--- config.mk ---
export PLATFORM = sky130hd
export DESIGN_NAME = dmc_top
export DESIGN_NICKNAME = d
export VERILOG_FILES = /design/src/pkg/dmc_pkg.sv /design/src/logic/dmc_flag.sv /design/src/logic/dmc_size_chk.sv /design/src/logic/dmc_top.sv
export SDC_FILE = /design/constraint.sdc
export NUM_CORES = 1
export LEC_CHECK = 0
export BUFFER_PORTS_ARGS = -buffer_cell sky130_fd_sc_hd__buf_2
export CORE_MARGIN = 2
export CORE_UTILIZATION = 45
export DETAILED_ROUTE_END_ITERATION = 6
export GPL_ROUTABILITY_DRIVEN = 0
export MAX_ROUTING_LAYER = met4
export PLACE_DENSITY = 0.62
export REMOVE_ABC_BUFFERS = 1
export SLEW_MARGIN = 20
export SYNTH_ARGS = -nofsm -noshare
export SYNTH_HDL_FRONTEND = slang
export SYNTH_HIERARCHICAL = 1
export SYNTH_SLANG_ARGS = --single-unit
--- constraint.sdc ---
create_clock -name aclk -period 3.6 [get_ports aclk]
set_input_delay 0.18 -clock aclk [delete_from_list [all_inputs] [get_ports aclk]]
set_output_delay 0.18 -clock aclk [all_outputs]
set_load 0.1 [all_outputs]
--- src/pkg/dmc_pkg.sv ---
// Shared constants, types and helpers of the DMA channel mode block
package dmc_pkg;
	// Register byte offsets
	localparam int ADDR_W = 8;
	localparam logic [7:0] OFS_MODE = 8'h00;
	localparam logic [7:0] OFS_CTRL = 8'h04;
	localparam logic [7:0] OFS_CNT = 8'h08;
	localparam logic [7:0] OFS_BLK = 8'h0C;
	localparam logic [7:0] OFS_STAT = 8'h10;
	localparam logic [7:0] OFS_MASK = 8'h14;
	// Field positions in the mode control register, enable bit in the control register
	localparam int BIT_ESC = 17;
	localparam int BIT_XEF = 16;
	localparam int BIT_SZ_LO = 14;
	localparam int BIT_MD_LO = 12;
	localparam int BIT_TSE = 11;
	localparam int BIT_RSV = 10;
	localparam int BIT_ESE = 9;
	localparam int BIT_XEE = 8;
	localparam int BIT_XEN = 0;
	// Status and mask bit positions
	localparam int ST_XEND = 0;
	localparam int ST_ESC = 1;
	localparam int ST_TSE = 2;
	localparam int ST_W = 3;
	// Reset values
	localparam logic [ST_W-1:0] MASK_RST = 3'h0;
	localparam logic [31:0] BLK_RST = 32'h0000_0001;
	// Bus answers
	localparam logic [1:0] RESP_OKAY = 2'h0;
	localparam logic [1:0] RESP_SLVERR = 2'h2;

	typedef enum logic [1:0] {
		SZ_BYTE = 2'h0, SZ_WORD = 2'h1, SZ_LONG = 2'h2, SZ_BAD = 2'h3
	} dmc_size_e;
	typedef enum logic [1:0] {
		MD_NORMAL = 2'h0, MD_BLOCK = 2'h1, MD_REPEAT = 2'h2, MD_BAD = 2'h3
	} dmc_mode_e;
	typedef enum logic [1:0] {
		WS_IDLE = 2'h1, WS_RESP = 2'h2
	} dmc_wstate_e;

	// Software settings of the channel
	typedef struct packed {
		dmc_size_e size;
		dmc_mode_e mode;
		logic tse_en;
		logic esc_en;
		logic xend_en;
	} dmc_mode_s;
	// Events from the rest of the channel
	typedef struct packed {
		logic req;
		logic done;
		logic rpt_end;
		logic ovf_end;
	} dmc_evt_s;

	// Byte count of one access
	function automatic logic [31:0] size_bytes(dmc_size_e s);
		unique case (s)
			SZ_WORD: size_bytes = 32'h0000_0002;
			SZ_LONG: size_bytes = 32'h0000_0004;
			default: size_bytes = 32'h0000_0001;
		endcase
	endfunction

	// Bit mask from byte strobes
	function automatic logic [31:0] strb_mask(logic [3:0] s);
		strb_mask = {{8{s[3]}}, {8{s[2]}}, {8{s[1]}}, {8{s[0]}}};
	endfunction
endpackage

--- src/logic/dmc_flag.sv ---
// Flag cleared by a zero written after it was read as one
module dmc_flag (
	input wire logic aclk,
	input wire logic aresetn,
	input wire logic set,
	input wire logic hw_clr,
	input wire logic rd_snap,
	input wire logic wr_stb,
	input wire logic wr_bit,
	output logic q,
	output logic armed
);
	logic q_reg, q_next;
	logic arm_reg, arm_next;

	// Set wins over every clear; a written one keeps the flag but disarms it
	always_comb begin
		q_next = q_reg;
		arm_next = arm_reg;
		if (wr_stb && !wr_bit && arm_reg)
			q_next = 1'b0;
		if (hw_clr)
			q_next = 1'b0;
		if (set)
			q_next = 1'b1;
		if (wr_stb)
			arm_next = 1'b0;
		if (rd_snap)
			arm_next = q_reg;
		if (!q_next)
			arm_next = 1'b0;
	end

	// Registers
	always_ff @(posedge aclk) begin
		if (!aresetn) begin
			q_reg <= 1'b0;
			arm_reg <= 1'b0;
		end else begin
			q_reg <= q_next;
			arm_reg <= arm_next;
		end
	end

	assign q = q_reg;
	assign armed = arm_reg;
endmodule // dmc_flag

--- src/logic/dmc_size_chk.sv ---
// Amount per request and transfer-size error decode
module dmc_size_chk #(
	parameter int CNT_W = 32
) (
	input dmc_pkg::dmc_mode_s cfg,
	input wire logic [CNT_W-1:0] cnt,
	input wire logic [CNT_W-1:0] blk,
	output logic [CNT_W-1:0] amount,
	output logic err,
	output logic bad
);
	import dmc_pkg::*;
	logic [31:0] acc;

	// Block mode moves a block, others one access
	always_comb begin
		acc = size_bytes(cfg.size);
		if (cfg.mode == MD_BLOCK)
			amount = blk;
		else
			amount = acc[CNT_W-1:0];
		err = cnt < amount;
		bad = (cfg.size == SZ_BAD) || (cfg.mode == MD_BAD);
	end
endmodule // dmc_size_chk

--- src/logic/dmc_top.sv ---
// DMA channel mode register, interrupt flags and AXI4-Lite slave
// Behaviour
// - Transfer-end flag sets when the counter reaches zero on completion.
// - Transfer-end flag clears on enable set or zero written after read.
// - Size field 00 byte, 01 16 bits, 10 32 bits, 11 prohibited.
// - Mode field 00 normal, 01 block, 10 repeat, 11 prohibited.
// - Size error with its enable stops the channel and sets escape flag.
// - Normal or repeat: counter below the access size is a size error.
// - Block: counter below the block size is a size error.
// - Escape request is high while escape flag and its enable are one.
// - Transfer-end request is high while its flag and enable are one.
// - Bit 10 is reserved, reads zero and ignores writes.
// - Escape flag also sets on repeat end or area overflow end.
//
// Added by the designer: the register addresses and register access over AXI4-Lite.
module dmc_top #(
	parameter int CNT_W = 32
) (
	input wire logic aclk,
	input wire logic aresetn,
	input wire logic [dmc_pkg::ADDR_W-1:0] awaddr,
	input wire logic awvalid,
	output logic awready,
	input wire logic [31:0] wdata,
	input wire logic [3:0] wstrb,
	input wire logic wvalid,
	output logic wready,
	output logic [1:0] bresp,
	output logic bvalid,
	input wire logic bready,
	input wire logic [dmc_pkg::ADDR_W-1:0] araddr,
	input wire logic arvalid,
	output logic arready,
	output logic [31:0] rdata,
	output logic [1:0] rresp,
	output logic rvalid,
	input wire logic rready,
	input dmc_pkg::dmc_evt_s evt,
	output logic req_ack,
	output logic xfer_enable,
	output dmc_pkg::dmc_mode_s cfg,
	output logic [CNT_W-1:0] xfer_counter,
	output logic escape_irq,
	output logic xfer_end_irq,
	output logic irq
);
	import dmc_pkg::*;

	// Width check
	if (CNT_W < 8 || CNT_W > 32) begin : g_bad_w
		$error("CNT_W must lie between 8 and 32");
	end

	dmc_wstate_e ws_reg, ws_next;
	logic aw_h_reg, aw_h_next;
	logic w_h_reg, w_h_next;
	logic [ADDR_W-1:0] aw_a_reg, aw_a_next;
	logic [31:0] w_d_reg, w_d_next;
	logic [3:0] w_s_reg, w_s_next;
	logic [1:0] b_r_reg, b_r_next;
	logic rv_reg, rv_next;
	logic [31:0] rd_reg, rd_next;
	logic [1:0] rr_reg, rr_next;
	dmc_mode_s cfg_reg, cfg_next;
	logic xen_reg, xen_next;
	logic [CNT_W-1:0] cnt_reg, cnt_next;
	logic [CNT_W-1:0] blk_reg, blk_next;
	logic [ST_W-1:0] st_reg, st_next;
	logic [ST_W-1:0] msk_reg, msk_next;
	logic wr_do, ar_hs, rd_mode, wr_mode, wr_ctrl;
	logic [31:0] wmask, mode_word, cnt_w, blk_w, cnt_wr, blk_wr;
	logic [CNT_W-1:0] amount;
	logic size_err, cfg_bad, done_ok, xend_set, tse_stop, sw_en_set;
	logic [1:0] fl_set, fl_q, fl_arm;
	logic [ST_W-1:0] st_ev;

	// Bus decode strobes
	assign wr_do = (ws_reg == WS_IDLE) && aw_h_reg && w_h_reg;
	assign ar_hs = arvalid && arready;
	assign rd_mode = ar_hs && (araddr == OFS_MODE);
	assign wr_mode = wr_do && (aw_a_reg == OFS_MODE);
	assign wr_ctrl = wr_do && (aw_a_reg == OFS_CTRL) && w_s_reg[0];
	assign wmask = strb_mask(w_s_reg);
	assign cnt_wr = (cnt_w & ~wmask) | (w_d_reg & wmask); // Byte merge
	assign blk_wr = (blk_w & ~wmask) | (w_d_reg & wmask);
	assign sw_en_set = wr_ctrl && w_d_reg[BIT_XEN];

	// Size error decode for the current settings
	dmc_size_chk #(
		.CNT_W(CNT_W)
	) u_chk (
		.cfg(cfg_reg),
		.cnt(cnt_reg),
		.blk(blk_reg),
		.amount(amount),
		.err(size_err),
		.bad(cfg_bad)
	);

	// Channel events
	assign done_ok = evt.done && xen_reg;
	assign xend_set = done_ok && (cnt_reg <= amount);
	assign tse_stop = evt.req && xen_reg && cfg_reg.tse_en && size_err;
	assign req_ack = evt.req && xen_reg && !cfg_bad && !tse_stop;
	assign fl_set[0] = xend_set;
	assign fl_set[1] = tse_stop || evt.rpt_end || evt.ovf_end;

	// Both flags clear by read-then-zero or by setting the enable
	for (genvar gi = 0; gi < 2; gi++) begin : g_flag
		localparam int FB = (gi == 0) ? BIT_XEF : BIT_ESC;
		dmc_flag u_flag (
			.aclk(aclk),
			.aresetn(aresetn),
			.set(fl_set[gi]),
			.hw_clr(sw_en_set),
			.rd_snap(rd_mode),
			.wr_stb(wr_mode && w_s_reg[2]),
			.wr_bit(w_d_reg[FB]),
			.q(fl_q[gi]),
			.armed(fl_arm[gi])
		);
	end

	// Interrupt requests toward the processor
	assign escape_irq = fl_q[1] && cfg_reg.esc_en;
	assign xfer_end_irq = fl_q[0] && cfg_reg.xend_en;
	assign st_ev = {tse_stop, fl_set[1], xend_set};
	assign irq = |(st_reg & msk_reg);

	// Read image of the mode register, reserved bits zero
	always_comb begin
		mode_word = 32'h0;
		mode_word[BIT_ESC] = fl_q[1];
		mode_word[BIT_XEF] = fl_q[0];
		mode_word[BIT_SZ_LO+1:BIT_SZ_LO] = cfg_reg.size;
		mode_word[BIT_MD_LO+1:BIT_MD_LO] = cfg_reg.mode;
		mode_word[BIT_TSE] = cfg_reg.tse_en;
		mode_word[BIT_RSV] = 1'b0;
		mode_word[BIT_ESE] = cfg_reg.esc_en;
		mode_word[BIT_XEE] = cfg_reg.xend_en;
		cnt_w = 32'h0;
		cnt_w[CNT_W-1:0] = cnt_reg;
		blk_w = 32'h0;
		blk_w[CNT_W-1:0] = blk_reg;
	end

	// Write channel: address and data in either order
	always_comb begin
		ws_next = ws_reg;
		aw_h_next = aw_h_reg;
		w_h_next = w_h_reg;
		aw_a_next = aw_a_reg;
		w_d_next = w_d_reg;
		w_s_next = w_s_reg;
		b_r_next = b_r_reg;
		if (awvalid && awready) begin
			aw_h_next = 1'b1;
			aw_a_next = awaddr;
		end
		if (wvalid && wready) begin
			w_h_next = 1'b1;
			w_d_next = wdata;
			w_s_next = wstrb;
		end
		unique case (ws_reg)
			WS_IDLE: begin
				if (wr_do) begin
					ws_next = WS_RESP;
					unique case (aw_a_reg)
						OFS_MODE, OFS_CTRL, OFS_CNT,
						OFS_BLK, OFS_STAT, OFS_MASK:
							b_r_next = RESP_OKAY;
						default: b_r_next = RESP_SLVERR;
					endcase
				end
			end
			WS_RESP: begin
				if (bready) begin
					ws_next = WS_IDLE;
					aw_h_next = 1'b0;
					w_h_next = 1'b0;
				end
			end
			default: ws_next = WS_IDLE;
		endcase
	end

	assign awready = (ws_reg == WS_IDLE) && !aw_h_reg;
	assign wready = (ws_reg == WS_IDLE) && !w_h_reg;
	assign bvalid = (ws_reg == WS_RESP);
	assign bresp = b_r_reg;

	// Read channel: data one cycle after the address is taken
	always_comb begin
		rv_next = rv_reg;
		rd_next = rd_reg;
		rr_next = rr_reg;
		if (rv_reg && rready)
			rv_next = 1'b0;
		if (ar_hs) begin
			rv_next = 1'b1;
			rr_next = RESP_OKAY;
			unique case (araddr)
				OFS_MODE: rd_next = mode_word;
				OFS_CTRL: rd_next = {31'h0, xen_reg};
				OFS_CNT: rd_next = cnt_w;
				OFS_BLK: rd_next = blk_w;
				OFS_STAT: rd_next = {29'h0, st_reg};
				OFS_MASK: rd_next = {29'h0, msk_reg};
				default: begin
					rd_next = 32'h0;
					rr_next = RESP_SLVERR;
				end
			endcase
		end
	end

	assign arready = !rv_reg;
	assign rvalid = rv_reg;
	assign rdata = rd_reg;
	assign rresp = rr_reg;

	// Channel registers: settings, enable, counter, interrupts
	always_comb begin
		cfg_next = cfg_reg;
		xen_next = xen_reg;
		cnt_next = cnt_reg;
		blk_next = blk_reg;
		msk_next = msk_reg;
		st_next = st_reg;
		if (wr_mode && w_s_reg[1]) begin
			cfg_next.size = dmc_size_e'(w_d_reg[BIT_SZ_LO+1:BIT_SZ_LO]);
			cfg_next.mode = dmc_mode_e'(w_d_reg[BIT_MD_LO+1:BIT_MD_LO]);
			cfg_next.tse_en = w_d_reg[BIT_TSE];
			cfg_next.esc_en = w_d_reg[BIT_ESE];
			cfg_next.xend_en = w_d_reg[BIT_XEE];
		end
		if (wr_ctrl)
			xen_next = w_d_reg[BIT_XEN];
		if (tse_stop || xend_set)
			xen_next = 1'b0;
		if (done_ok)
			cnt_next = xend_set ? '0 : cnt_reg - amount;
		if (wr_do && aw_a_reg == OFS_CNT)
			cnt_next = cnt_wr[CNT_W-1:0];
		if (wr_do && aw_a_reg == OFS_BLK)
			blk_next = blk_wr[CNT_W-1:0];
		if (wr_do && aw_a_reg == OFS_MASK && w_s_reg[0])
			msk_next = w_d_reg[ST_W-1:0];
		if (wr_do && aw_a_reg == OFS_STAT && w_s_reg[0])
			st_next = st_reg & ~w_d_reg[ST_W-1:0];
		st_next = st_next | st_ev;
	end

	// Registers
	always_ff @(posedge aclk) begin
		if (!aresetn) begin
			ws_reg <= WS_IDLE;
			aw_h_reg <= 1'b0;
			w_h_reg <= 1'b0;
			aw_a_reg <= '0;
			w_d_reg <= 32'h0;
			w_s_reg <= 4'h0;
			b_r_reg <= RESP_OKAY;
			rv_reg <= 1'b0;
			rd_reg <= 32'h0;
			rr_reg <= RESP_OKAY;
			cfg_reg <= '0;
			xen_reg <= 1'b0;
			cnt_reg <= '0;
			blk_reg <= BLK_RST[CNT_W-1:0];
			st_reg <= '0;
			msk_reg <= MASK_RST;
		end else begin
			ws_reg <= ws_next;
			aw_h_reg <= aw_h_next;
			w_h_reg <= w_h_next;
			aw_a_reg <= aw_a_next;
			w_d_reg <= w_d_next;
			w_s_reg <= w_s_next;
			b_r_reg <= b_r_next;
			rv_reg <= rv_next;
			rd_reg <= rd_next;
			rr_reg <= rr_next;
			cfg_reg <= cfg_next;
			xen_reg <= xen_next;
			cnt_reg <= cnt_next;
			blk_reg <= blk_next;
			st_reg <= st_next;
			msk_reg <= msk_next;
		end
	end

	assign xfer_enable = xen_reg;
	assign cfg = cfg_reg;
	assign xfer_counter = cnt_reg;
endmodule // dmc_top

# ---- Word level (Yosys, flattened, before mapping)
# Index checks and enable logic that the tools add are counted.
dict set report classes {
  add_sub_neg 1
  multipliers 0
  div_mod_pow 0
  order_cmp 2
  n_eq_ne 19
  shifts 0
  n_mux 29
  n_bitwise 11
  reduce_logical 58
}
# operator count
set op_table {}
lappend op_table {{$pmux 32 s6} 1}
lappend op_table {{$mux 32} 4}
lappend op_table {{$and 32x32->32} 3}
lappend op_table {{$or 32x32->32} 2}
lappend op_table {{$logic_and 1x1->1} 34}
lappend op_table {{$eq 8x4->1 const B} 4}
lappend op_table {{$eq 8x5->1 const B} 4}
lappend op_table {{$le 32x32->1} 1}
lappend op_table {{$lt 32x32->1} 1}
lappend op_table {{$not 32->32} 1}
lappend op_table {{$sub 32x32->32} 1}
lappend op_table {{$mux 1} 17}
lappend op_table {{$eq 8x3->1 const B} 2}
lappend op_table {{$logic_not 8->1} 2}
lappend op_table {{$reduce_or 6->1} 2}
lappend op_table {{$eq 2x2->1 const B} 4}
lappend op_table {{$mux 2} 4}
lappend op_table {{$reduce_and 2->1} 4}
lappend op_table {{$logic_not 1->1} 7}
lappend op_table {{$and 3x3->3} 2}
lappend op_table {{$eq 2x1->1 const B} 3}
lappend op_table {{$pmux 3 s2} 1}
lappend op_table {{$reduce_bool 2->1} 3}
lappend op_table {{$logic_or 1x1->1} 4}
lappend op_table {{other kinds (9)} 9}
dict set report word_totals {
  regBits 167
  latch_bits 0
  mem_bits_rw 0
  rom_bits 0
  inputBits 63
  wordCells 144
  n_memories 0
}

# ---- Depth between registers and ports, before layout
# Gate-level depths: netlist (run 1).
dict set report depth {
  depth_word 11
  depth_mapped 17
  depth_no_buf 15
}

# ---- Modules after synthesis
# Netlist (run 1), hierarchy kept.
# mod instances cells_per_inst area_per_inst_um2 seq_area_each_um2
set by_module_without_submodules {}
lappend by_module_without_submodules {dmc_top 1 1134 8511.9 3223.1}
lappend by_module_without_submodules {dmc_size_chk 1 153 1057.3 0.0}
lappend by_module_without_submodules {dmc_flag 2 9 100.1 40.0}

# ---- Worst setup path after synthesis (run 1)
# Ideal clock, no wire load.
dict set report synth_path {
  path_type {reg2out}
  start {register cfg_reg (netlist bit cfg[3])}
  end {output req_ack}
  arrival_ns 4.840
  setup_slack_ns -1.420
  stages_incl_launch_ff 14
  path_cell_list {dfxtp_1 -> nor2b_4 -> buf_6 -> buf_2 -> nand2_1 -> ha_1 -> and4_1 -> o211ai_1 -> a211o_1 -> o211ai_2 -> a211oi_2 -> nand2_1 -> nor2_1 -> nor3_1}
}
dict set report synth_between {
  elab_chain_cells 6
}
# element line
set synth_rtl {}
lappend synth_rtl {{from (decl)} dmc_top.sv:64} ;# dmc_mode_s cfg_reg, cfg_next;
lappend synth_rtl {{from (signal assigned)} dmc_top.sv:285} ;# cfg_reg <= cfg_next;
lappend synth_rtl {{$eq 2x1->1} dmc_size_chk.sv:18} ;# if (cfg.mode == MD_BLOCK)
lappend synth_rtl {{$mux 32} dmc_size_chk.sv:18}
lappend synth_rtl {{$lt 32x32->1} dmc_size_chk.sv:22} ;# err = cnt < amount;
lappend synth_rtl {{via size_err} dmc_top.sv:73} ;# logic size_err, cfg_bad, done_ok, xend_set, tse_stop, sw_en_set;
lappend synth_rtl {{$logic_and 1x1->1} dmc_top.sv:103} ;# assign tse_stop = evt.req && xen_reg && cfg_reg.tse_en && size_err;
lappend synth_rtl {{$logic_not 1->1} dmc_top.sv:104} ;# assign req_ack = evt.req && xen_reg && !cfg_bad && !tse_stop;
lappend synth_rtl {{$logic_and 1x1->1} dmc_top.sv:104}
lappend synth_rtl {{to (decl)} dmc_top.sv:39} ;# output logic req_ack,
# The timed path passes the listed nets, and every way through them passes these cells.

# ---- Worst setup path in the final report (run 1)
dict set report layout_path {
  start {register cfg_reg (netlist bit cfg[4])}
  end {output req_ack}
}
dict set report layout_between {
  elab_chain_cells 6
}
# element line
set layout_rtl {}
lappend layout_rtl {{$eq 2x1->1} dmc_size_chk.sv:18}
lappend layout_rtl {{$mux 32} dmc_size_chk.sv:18}
lappend layout_rtl {{via amount[1]} dmc_top.sv:72} ;# logic [CNT_W-1:0] amount;
lappend layout_rtl {{$lt 32x32->1} dmc_size_chk.sv:22}
lappend layout_rtl {{via size_err} dmc_top.sv:73}
lappend layout_rtl {{$logic_and 1x1->1} dmc_top.sv:103}
lappend layout_rtl {{$logic_not 1->1} dmc_top.sv:104}
lappend layout_rtl {{$logic_and 1x1->1} dmc_top.sv:104}
# The timed path passes the listed nets, and every way through them passes these cells.

==> run summary, run 1 <==
Result of the run - finished, final reports clean
Leakage - 5.64 nW
All-Layer GR Usage - 27.8%
Total number of H-tree levels - 4
Fin crit share - 96.7%
Number of DRC violations after detailed routing - 0
Top achievable clock speed - 287 MHz
Cell chain of the critical path - nor2b_4, buf_6, mux2_1, inv_1, ha_1, a211o_1, a21oi_1, a211o_1, o211ai_4, a211oi_4, nand2_2, nor2_4, nor3_1, buf_6
Vias in the first global route - 8962
Detailed Route WL - 30500 um
Number of top-level design ports - 148
Worst EP arrival - 3.30 ns
Full die area - 0.0229 mm^2
Top delay family on crit path - compound AO/OA/AOI/OAI gates
Number of filler instances in the final layout - 2033
NetSw - 0.00131 W
CTS Buf Count - 17
Average cell area after synthesis - 7.49 um^2
Latest clock arrival within the worst-skew pair - 0.44 ns
Floorplan die width - 151 um
Accumulated negative setup slack - 0 ns
Number of maximum-capacitance violations - 0
Total congestion overflow after global routing - 0
Cell with the biggest individual delay on the critical path - sky130_fd_sc_hd__dfxtp_2
Final ANT Viol Nets - 0
Pwr Total - 0.00444 W
TritonCTS clock tree - yes
Area of the mapped netlist - 0.00977 mm^2
Pre-CTS setup slack - 0.120 ns
Overall via count from detail_route - 9634
EDFF count, synth - 0
Power density relative to cell area - 375 mW/mm^2
Critical Path Max Stage Delay - 0.36 ns
Critical Path End Type - primary output
Number of buffers on the longest clock path - 2
Fraction of layout cells with a size suffix above 1 - 16.7%
Setup repair after global routing missed its margin - false
Worst-case vdd ir drop - 0.310 mV
Clock power share - 42.0%
Core Area - 0.0212 mm^2
Most common cell in the synthesized netlist - sky130_fd_sc_hd__nand2_1
Most frequent cells after synthesis - 270 x sky130_fd_sc_hd__nand2_1, 185 x sky130_fd_sc_hd__a21oi_1, 165 x sky130_fd_sc_hd__dfxtp_1, 118 x sky130_fd_sc_hd__nor2_1, 80 x sky130_fd_sc_hd__inv_1
Switching power as a share of total power - 29.5%
Classification of the worst setup path - reg -> out
Cell-internal power - 0.00313 W
First-iteration detailed-routing DRC count - 704
Unique masters post-synth - 71
First drt pass iteration count - 5
Biggest area contributors in the synthesized netlist - sky130_fd_sc_hd__dfxtp_1 34%, sky130_fd_sc_hd__nand2_1 10%, sky130_fd_sc_hd__a21oi_1 9.5%
Cell taking the most area after synthesis - sky130_fd_sc_hd__dfxtp_1
Register bit count reported by yosys - 165
Area share of the largest cell type after synthesis - 33.8%
Area growth syn-to-layout - 21.4%
Worst Skew - 0.0107 ns
Seq pwr share - 43.4%
Clock root buffer master - sky130_fd_sc_hd__clkbuf_16
Number of vias per cell - 5.48
Number of rows created at floorplan - 53
Least setup slack across all paths after layout - 0.120 ns
CTS clock-pin slew for the worst setup and hold paths - 0.07 ns
Starting density of the core - 46.2%
# setup viols final - 0
Port Buf Inserts - 145
Minimum clock period - 3.48 ns
Yosys warning count - 6
Critical path startpoint category - flop
Hold Violations, Final - 0
Measured slew at the worst slew-check pin - 0.886 ns
Gate count of the mapped netlist - 1305
Most common flop cell mapped by yosys - sky130_fd_sc_hd__dfxtp_1
Initial antenna violation count - 1
Slew Limit Headroom - 40.7%
Seq/Total Area, Yosys - 33.8%
Buffers & Inverters on Critical Path - 3
Average detailed-routed wire length per instance - 17.4 um
Proportion of power drawn by combinational gates - 14.5%
Required time of the critical path - 3.42 ns
Post-layout nets - 1600
Share of synthesized flip-flops with an asynchronous set or reset - 0%
HPWL after detailed placement - 22300 um
Worst min-delay path category - in -> reg
Die extent in y - 151 um
Max FO, Critical Path - 9
Wire length of the first global-routing pass - 48200 um
Slack of the worst reg-to-reg path - 0.22 ns
Largest net degree at the start of global routing - 70
Number of max-slew violations in the final report - 0
Clock tree sinks - 165
==> power groups by stage <==
| stage | registers [W] | clock network, W | logic, W |
|---|---|---|---|
| floorplan | 0.00200 | 0 | 0.000362 |
| global placement | 0.00197 | 0 | 0.000593 |
| detailed placement | 0.00197 | 0 | 0.000595 |
| CTS | 0.00193 | 0.00188 | 0.000634 |
| global route | 0.00193 | 0.00198 | 0.000705 |
| finish | 0.00193 | 0.00187 | 0.000646 |
==> final timing paths <==
kind             start     endpoint  cells after the start
max             cfg[4]      req_ack                     14
min          wdata[17]  w_d_reg[17]                      3
max reg2reg     cfg[5]         flop                     16
min reg2reg       flop         flop                      2
==> repair_timing <==
item	CTS	global route
hold buffers	44	0
pin swaps	3	4
setup buffers	2	0
endpoints found under the setup margin	1	30
hold endpoints to repair	44	0
gates cloned	0	0
gates resized for setup	5	12
==> layout by cell type (no fill, tap or decap), drive strengths merged, types with 9 or more instances in the layout <==
| master | Yosys | layout |
|---|---|---|
| nor3 | 15 | 15 |
| nor2b | 9 | 9 |
| a21o | 16 | 16 |
| inv | 82 | 89 |
| and2 | 11 | 11 |
| ha | 66 | 66 |
| mux2 | 11 | 11 |
| clkbuf | 40 | 19 |
| a22oi | 13 | 13 |
| a31oi | 9 | 9 |
| dlygate4sd3 | 0 | 44 |
| a21oi | 187 | 187 |
| buf | 29 | 170 |
| o211ai | 14 | 14 |
| dfxtp | 165 | 165 |
| nand4 | 16 | 16 |
| nand2 | 270 | 270 |
| xnor2 | 18 | 18 |
| xor2 | 10 | 10 |
| o21ai | 72 | 72 |
| mux2i | 36 | 36 |
| nor2 | 118 | 118 |
| nand3 | 11 | 11 |
==> worst reg2reg max path: stages (launching register included) <==
cell and delay [ns]:
sky130_fd_sc_hd__dfxtp_1 0.49, sky130_fd_sc_hd__inv_1 0.08, sky130_fd_sc_hd__ha_1 0.31, sky130_fd_sc_hd__inv_2 0.05, sky130_fd_sc_hd__o21ai_0 0.18, sky130_fd_sc_hd__ha_1 0.21, sky130_fd_sc_hd__inv_1 0.06, sky130_fd_sc_hd__fa_1 0.41
sky130_fd_sc_hd__nand3_1 0.11, sky130_fd_sc_hd__a21oi_1 0.13, sky130_fd_sc_hd__o21bai_4 0.22, sky130_fd_sc_hd__a21boi_1 0.09, sky130_fd_sc_hd__o21ai_1 0.28, sky130_fd_sc_hd__a32oi_2 0.19, sky130_fd_sc_hd__buf_12 0.21, sky130_fd_sc_hd__o221ai_1 0.20
sky130_fd_sc_hd__nor2_1 0.07
==> cell type report <==
cell class | count | area, um^2 | area share [%]
diodes | 1 | 2.50 | 0.0211
clock buffers | 19 | 453 | 3.82
clock inverters | 13 | 135 | 1.14
inverters | 82 | 310 | 2.62
multi-input cells | 990 | 5910 | 49.8
flip-flops and latches | 165 | 3310 | 27.9
well taps | 275 | 344 | 2.90
repair buffers | 214 | 1400 | 11.8
==> metal layers <==
layer,up-vias,share of wire (%),track usage (%)
met3,49,6.8,4.76
met2,318,44,41.5
li1,4806,-,-
met5,-,0,-
met4,0,2.0,8.36
met1,4461,48,38.5
==> through the flow <==
stage	hold WS (ns)	instances	cell area, um^2	utilization, %
global placement	0.372	1680	10700	50.8
floorplan	0.269	1237	9460	-
finish	0.0106	1759	11900	56.1
global route	0.0172	1759	11900	56.1
detailed placement	0.375	1680	10700	50.8
CTS	0.00417	1758	11800	55.8
==> logic make-up (layout without fill, tap and decap cells) <==
logic type	after synthesis	after routing	share of synthesized area [%]
flops	165	165	33.8
mux	47	47	4.96
buf+inv	151	328	6.35
compound gates	355	355	21.6
fa+ha+maj	67	67	8.66
other cells	1	3	0.0384
xor+xnor	28	28	2.51
simple gates	491	491	22.1
Note: power is estimated with default switching activity, not from simulation.
==> run 2, diff against run 1 <==
--- a/config.mk
+++ b/config.mk
@@ -12,9 +12,11 @@
 export GPL_ROUTABILITY_DRIVEN = 0
 export MAX_ROUTING_LAYER = met4
 export PLACE_DENSITY = 0.62
+export RECOVER_POWER = 50
 export REMOVE_ABC_BUFFERS = 1
 export SLEW_MARGIN = 20
 export SYNTH_ARGS = -nofsm -noshare
 export SYNTH_HDL_FRONTEND = slang
 export SYNTH_HIERARCHICAL = 1
 export SYNTH_SLANG_ARGS = --single-unit
+export TNS_END_PERCENT = 1
==> run 2 against run 1 <==
Effect of this change: the flow now finishes with violations (capacitance limit, slew limit); critical path depth is the same; largest cell class unchanged; total power shrank 0.21%; count of clock-buffer cells in the layout is the same; sequential share of layout area grew 0.27 points; first-iteration DRC count shrank 3.1%; cell area shrank 0.96%; non-clock buffer count is the same; register-to-register slack lost 0.05 ns.
==> run summary, run 2 (synthesis gave the netlist of run 1 again) <==
Leakage - 5.29 nW
TritonCTS clock tree - yes
Critical path startpoint category - flop
Overall via count from detail_route - 9639
Wire length of the first global-routing pass - 48200 um
CTS Buf Count - 17
All-Layer GR Usage - 27.8%
First-iteration detailed-routing DRC count - 682
Critical Path Max Stage Delay - 0.36 ns
Fin crit share - 96.6%
Port Buf Inserts - 145
Setup repair after global routing missed its margin - false
Post-layout nets - 1600
Core Area - 0.0212 mm^2
Number of max-slew violations in the final report - 37
Worst Skew - 0.0146 ns
Cell chain of the critical path - nor2b_4, buf_6, mux2_1, inv_1, ha_1, a211o_1, a21oi_1, a211o_1, o211ai_4, a211oi_4, nand2_2, nor2_4, nor3_1, buf_6
Most used cells in the layout excluding fill and tap cells - 269 x sky130_fd_sc_hd__nand2_1, 185 x sky130_fd_sc_hd__a21oi_1, 163 x sky130_fd_sc_hd__dfxtp_1, 117 x sky130_fd_sc_hd__nor2_1, 82 x sky130_fd_sc_hd__clkbuf_1
Initial antenna violation count - 1
First drt pass iteration count - 5
Max FO, Critical Path - 9
Total congestion overflow after global routing - 0
Worst min-delay path category - in -> reg
Clock root buffer master - sky130_fd_sc_hd__clkbuf_16
Top delay family on crit path - compound AO/OA/AOI/OAI gates
Minimum clock period - 3.48 ns
Average detailed-routed wire length per instance - 17.3 um
Latest clock arrival within the worst-skew pair - 0.44 ns
Number of buffers on the longest clock path - 2
Critical Path End Type - primary output
Number of rows created at floorplan - 53
Measured slew at the worst slew-check pin - 1.60 ns
Worst EP arrival - 3.30 ns
Pwr Total - 0.00443 W
Slew Limit Headroom - -6.89%
Fraction of layout cells with a size suffix above 1 - 11.0%
Total number of H-tree levels - 4
Most frequent standard cell in the layout excluding fill and tap cells - sky130_fd_sc_hd__nand2_1
Number of DRC violations after detailed routing - 0
Number of filler instances in the final layout - 2076
Power density relative to cell area - 377 mW/mm^2
Floorplan die width - 151 um
Starting density of the core - 46.2%
Non-filler instance count after layout - 1759
Full die area - 0.0229 mm^2
Detailed Route WL - 30500 um
# setup viols final - 0
Area growth syn-to-layout - 20.2%
Final ANT Viol Nets - 0
Required time of the critical path - 3.42 ns
Vias in the first global route - 8962
Clock tree sinks - 165
CTS clock-pin slew for the worst setup and hold paths - 0.07 ns
Placed insts - 1680
Number of vias per cell - 5.48
Top achievable clock speed - 287 MHz
Classification of the worst setup path - reg -> out
Buffers & Inverters on Critical Path - 3
Cell with the biggest individual delay on the critical path - sky130_fd_sc_hd__dfxtp_2
Number of top-level design ports - 148
Worst reg2reg path depth - 16
Violations in the final reports - capacitance limit, slew limit
Number of cells on the critical path - 14
HPWL after detailed placement - 22300 um
Hold Violations, Final - 0
Number of maximum-capacitance violations - 1
Result of the run - finished with violations
Cells on Worst Hold Path - 3
Die extent in y - 151 um
Worst-case vdd ir drop - 0.307 mV
Largest net degree at the start of global routing - 70
==> run 2: changes by cell type in the layout (fill, tap and decap cells not counted) <==
cell,delta
sky130_fd_sc_hd__or4_4,-1
sky130_fd_sc_hd__nand2_1,+1
sky130_fd_sc_hd__or4_1,+1
sky130_fd_sc_hd__and2_1,-1
sky130_fd_sc_hd__buf_4,-2
sky130_fd_sc_hd__clkbuf_1,+82
sky130_fd_sc_hd__buf_2,-80
sky130_fd_sc_hd__and2_0,+1
sky130_fd_sc_hd__nand2_2,-1
==> run 2: stage by stage <==
| stage | utilization (%) | setup WS [ns] | cell area, um^2 | hold WS [ns] | setup TNS, ns |
|---|---|---|---|---|---|
| finish | 55.5 | 0.121 | 11700 | 0.0103 | 0 |
| global route | 55.5 | 0.000695 | 11700 | 0.0172 | 0 |
| CTS | 55.8 | 0.0242 | 11800 | 0.00417 | 0 |
| detailed placement | 50.8 | 0.120 | 10700 | 0.375 | 0 |
| global placement | 50.8 | 0.141 | 10700 | 0.372 | 0 |
| floorplan | - | -1.55 | 9460 | 0.269 | -22.79 |
==> run 2: what timing repair did <==
action                                 in CTS  in global routing
gates resized for setup                     5                 12
hold buffers                               44                  0
setup buffers                               2                  0
pin swaps                                   3                  4
endpoints found under the hold margin      44                  0
setup endpoints to repair                   1                 30
==> run 2: layout make-up <==
class / count / area [um^2] / share of cell area, %
multi-input cells: 990 / 5900 / 50.2
flip-flops and latches: 165 / 3310 / 28.1
repair buffers: 214 / 1290 / 11.0
clock buffers: 19 / 453 / 3.86
well taps: 275 / 344 / 2.93
inverters: 82 / 310 / 2.64
clock inverters: 13 / 135 / 1.15
diodes: 1 / 2.50 / 0.0213
==> run 2: worst min-delay path, cell delays in order <==
cell	delay, ns
sky130_fd_sc_hd__buf_2	0.10
sky130_fd_sc_hd__nand2_1	0.07
sky130_fd_sc_hd__a21oi_1	0.06
==> run 2: per-layer routing <==
metal	wire length, um	share of wire [%]	GRT usage (%)	up-vias
met3	2020	6.6	4.76	56
met5	0	0	-	-
met2	13300	43	41.5	314
li1	-	-	-	4801
met4	693	2.3	8.36	0
met1	14500	48	38.5	4468
==> run 2: path summary, 6_finish.rpt <==
| kind | from | end | slack (ns) |
|---|---|---|---|
| worst max-delay path | cfg[4] | req_ack | 0.12 |
| worst min-delay path | wdata[17] | w_d_reg[17] | 0.01 |
| worst max register to register | cfg[4] | flop | 0.17 |
| worst min register to register | aw_a_reg[6] | aw_a_reg[6] | 0.46 |
==> run 2: power by group <==
part	internal, W	total [W]	switching, W
registers	0.00187	0.00193	0.0000580
logic	0.000242	0.000641	0.000399
clock network	0.00101	0.00186	0.000852
total	0.00313	0.00443	0.00131
==> run 3, diff against run 2 <==
==> constraint.sdc (replaced) <==
create_clock -name aclk -period 3.9 [get_ports aclk]
set_input_delay 0.195 -clock aclk [delete_from_list [all_inputs] [get_ports aclk]]
set_output_delay 0.195 -clock aclk [all_outputs]
set_load 0.1 [all_outputs]
==> run 3 against run 2 <==
Effect of this change: the run still ends with capacitance limit, slew limit left; cell area shrank 1.6%; flip-flop and latch count unchanged; combinational power is 10% lower; critical path depth stayed put; via count down 0.92%; die area unchanged; global-route usage down 0.28 points; sequential power shrank 8%; worst hold slack gained 0.0061 ns; first-iteration DRC count fell by 0.88%; register-to-register slack better by 0.23 ns; non-clock buffer count shrank 13; critical endpoint unchanged; largest cell class unchanged.
==> run summary, run 3 (synthesis gave the netlist of run 1 again) <==
Largest net degree at the start of global routing - 91
Most frequent standard cell in the layout excluding fill and tap cells - sky130_fd_sc_hd__nand2_1
CTS Buf Count - 17
Required time of the critical path - 3.70 ns
Area occupied by registers - 0.00330 mm^2
Critical Path Max Stage Delay - 0.37 ns
Cell chain of the critical path - nor2b_4, buf_12, mux2_1, inv_1, ha_1, a211o_1, a21oi_1, a211o_1, o211ai_2, a211oi_2, nand2_1, nor2_2, nor3_1, buf_4
Worst-case vdd ir drop - 0.289 mV
CTS clock-pin slew for the worst setup and hold paths - 0.08 ns
Worst EP arrival - 3.45 ns
HPWL after detailed placement - 21600 um
Starting density of the core - 46.2%
Number of max-slew violations in the final report - 91
Fraction of layout cells with a size suffix above 1 - 9.66%
Latest clock arrival within the worst-skew pair - 0.44 ns
All-Layer GR Usage - 27.5%
Post-layout nets - 1587
Violations in the final reports - capacitance limit, slew limit
Area growth syn-to-layout - 18.3%
Max FO, Critical Path - 33
Number of filler instances in the final layout - 2118
Measured slew at the worst slew-check pin - 3.00 ns
Top achievable clock speed - 274 MHz
Footprint of the multi-input gates - 0.00585 mm^2
Classification of the worst setup path - reg -> out
Core Area - 0.0212 mm^2
Detailed Route WL - 30300 um
Final standard cell utilization of the core - 54.6%
Final ANT Viol Nets - 0
Result of the run - finished with violations
First drt pass iteration count - 5
Worst Skew - 0.0140 ns
Number of rows created at floorplan - 53
Number of top-level design ports - 148
Vias in the first global route - 8902
Die extent in y - 151 um
Average detailed-routed wire length per instance - 17.3 um
Number of maximum-capacitance violations - 1
Worst min-delay path category - in -> reg
Fin crit share - 93.5%
Post-placement cell area - 0.0107 mm^2
Power density relative to cell area - 349 mW/mm^2
Most used cell, CP - sky130_fd_sc_hd__a211o_1
Wire length of the first global-routing pass - 47800 um
Critical Path End Type - primary output
Number of DRC violations after detailed routing - 0
Leakage - 5.21 nW
Initial antenna violation count - 1
Least setup slack across all paths after layout - 0.254 ns
Floorplan die width - 151 um
Number of vias per cell - 5.47
Clock tree sinks - 165
Clock root buffer master - sky130_fd_sc_hd__clkbuf_16
Full die area - 0.0229 mm^2
First-iteration detailed-routing DRC count - 676
Setup repair after global routing missed its margin - false
Slew Limit Headroom - -100%
Cell with the biggest individual delay on the critical path - sky130_fd_sc_hd__dfxtp_2
Pre-CTS setup slack - 0.452 ns
TritonCTS clock tree - yes
Total congestion overflow after global routing - 0
Final standard cell area without fillers - 0.0116 mm^2
Number of buffers on the longest clock path - 2
Minimum clock period - 3.65 ns
Critical path startpoint category - flop
Most used cells in the layout excluding fill and tap cells - 269 x sky130_fd_sc_hd__nand2_1, 185 x sky130_fd_sc_hd__a21oi_1, 164 x sky130_fd_sc_hd__dfxtp_1, 117 x sky130_fd_sc_hd__nor2_1, 85 x sky130_fd_sc_hd__clkbuf_1
Overall via count from detail_route - 9550
Hold Violations, Final - 0
# setup viols final - 0
Port Buf Inserts - 145
Total number of H-tree levels - 4
==> run 3: cell count changes in the layout (fill, tap and decap cells not counted), sizes merged <==
cell / delta
buf: -12
bufinv: -1
clkbuf: +1
clkinv: +2
dlygate4sd3: -3
==> run 3: routing by layer <==
metal	track usage (%)	part of all wire, %	vias to the layer above
met1	38.5	49	4477
met3	4.49	5.4	31
met2	41.8	44	260
li1	-	-	4782
met5	-	0	-
met4	6.17	1.1	0
==> run 3: layout make-up <==
type,instances,share of cell area (%)
Inverter,82,2.66
Antenna cell,1,0.0216
Multi-Input combinational cell,990,50.6
Clock buffer,18,3.71
Timing Repair Buffer,201,10.1
Clock inverter,14,1.33
Sequential cell,165,28.6
Tap cell,275,2.98
==> run 3: final timing paths <==
check	from	end	slack [ns]	cells after the start
setup / recovery	cfg[3]	req_ack	0.25	14
hold / removal	wdata[8]	w_d_reg[8]	0.02	3
setup reg to reg	cfg[3]	flop	0.40	15
hold reg to reg	aw_a_reg[0]	aw_a_reg[0]	0.45	2
==> run 3: power breakdown <==
part	total [W]	internal (W)	switching, W
sequential	0.00178	0.00173	0.0000538
combinational	0.000577	0.000212	0.000365
clock	0.00167	0.000857	0.000817
==> run 3: stage by stage <==
step | cells | hold slack [ns] | total power, W | TNS (ns)
2_1_floorplan | 1237 | 0.284 | 0.00218 | -12.21
3_3_place_gp | 1672 | 0.385 | 0.00236 | 0
3_5_place_dp | 1672 | 0.389 | 0.00236 | 0
4_1_cts | 1745 | 0.000229 | 0.00405 | 0
5_1_grt | 1746 | 0.0163 | 0.00418 | 0
6_report | 1746 | 0.0164 | 0.00403 | 0
==> run 3: worst max-delay path, delay by kind of cell, from the launching register on <==
family          cells  cell delay (ns)
flops               1             0.37
mux                 1             0.37
fa+ha+maj           1             0.24
simple gates        4             0.55
buf+inv             3             0.52
compound gates      5             0.96
==> run 3: what timing repair did <==
item,CTS,global route
setup buffers,0,0
hold endpoints to repair,41,0
gates resized for setup,0,4
hold buffers,41,0
setup endpoints to repair,0,1
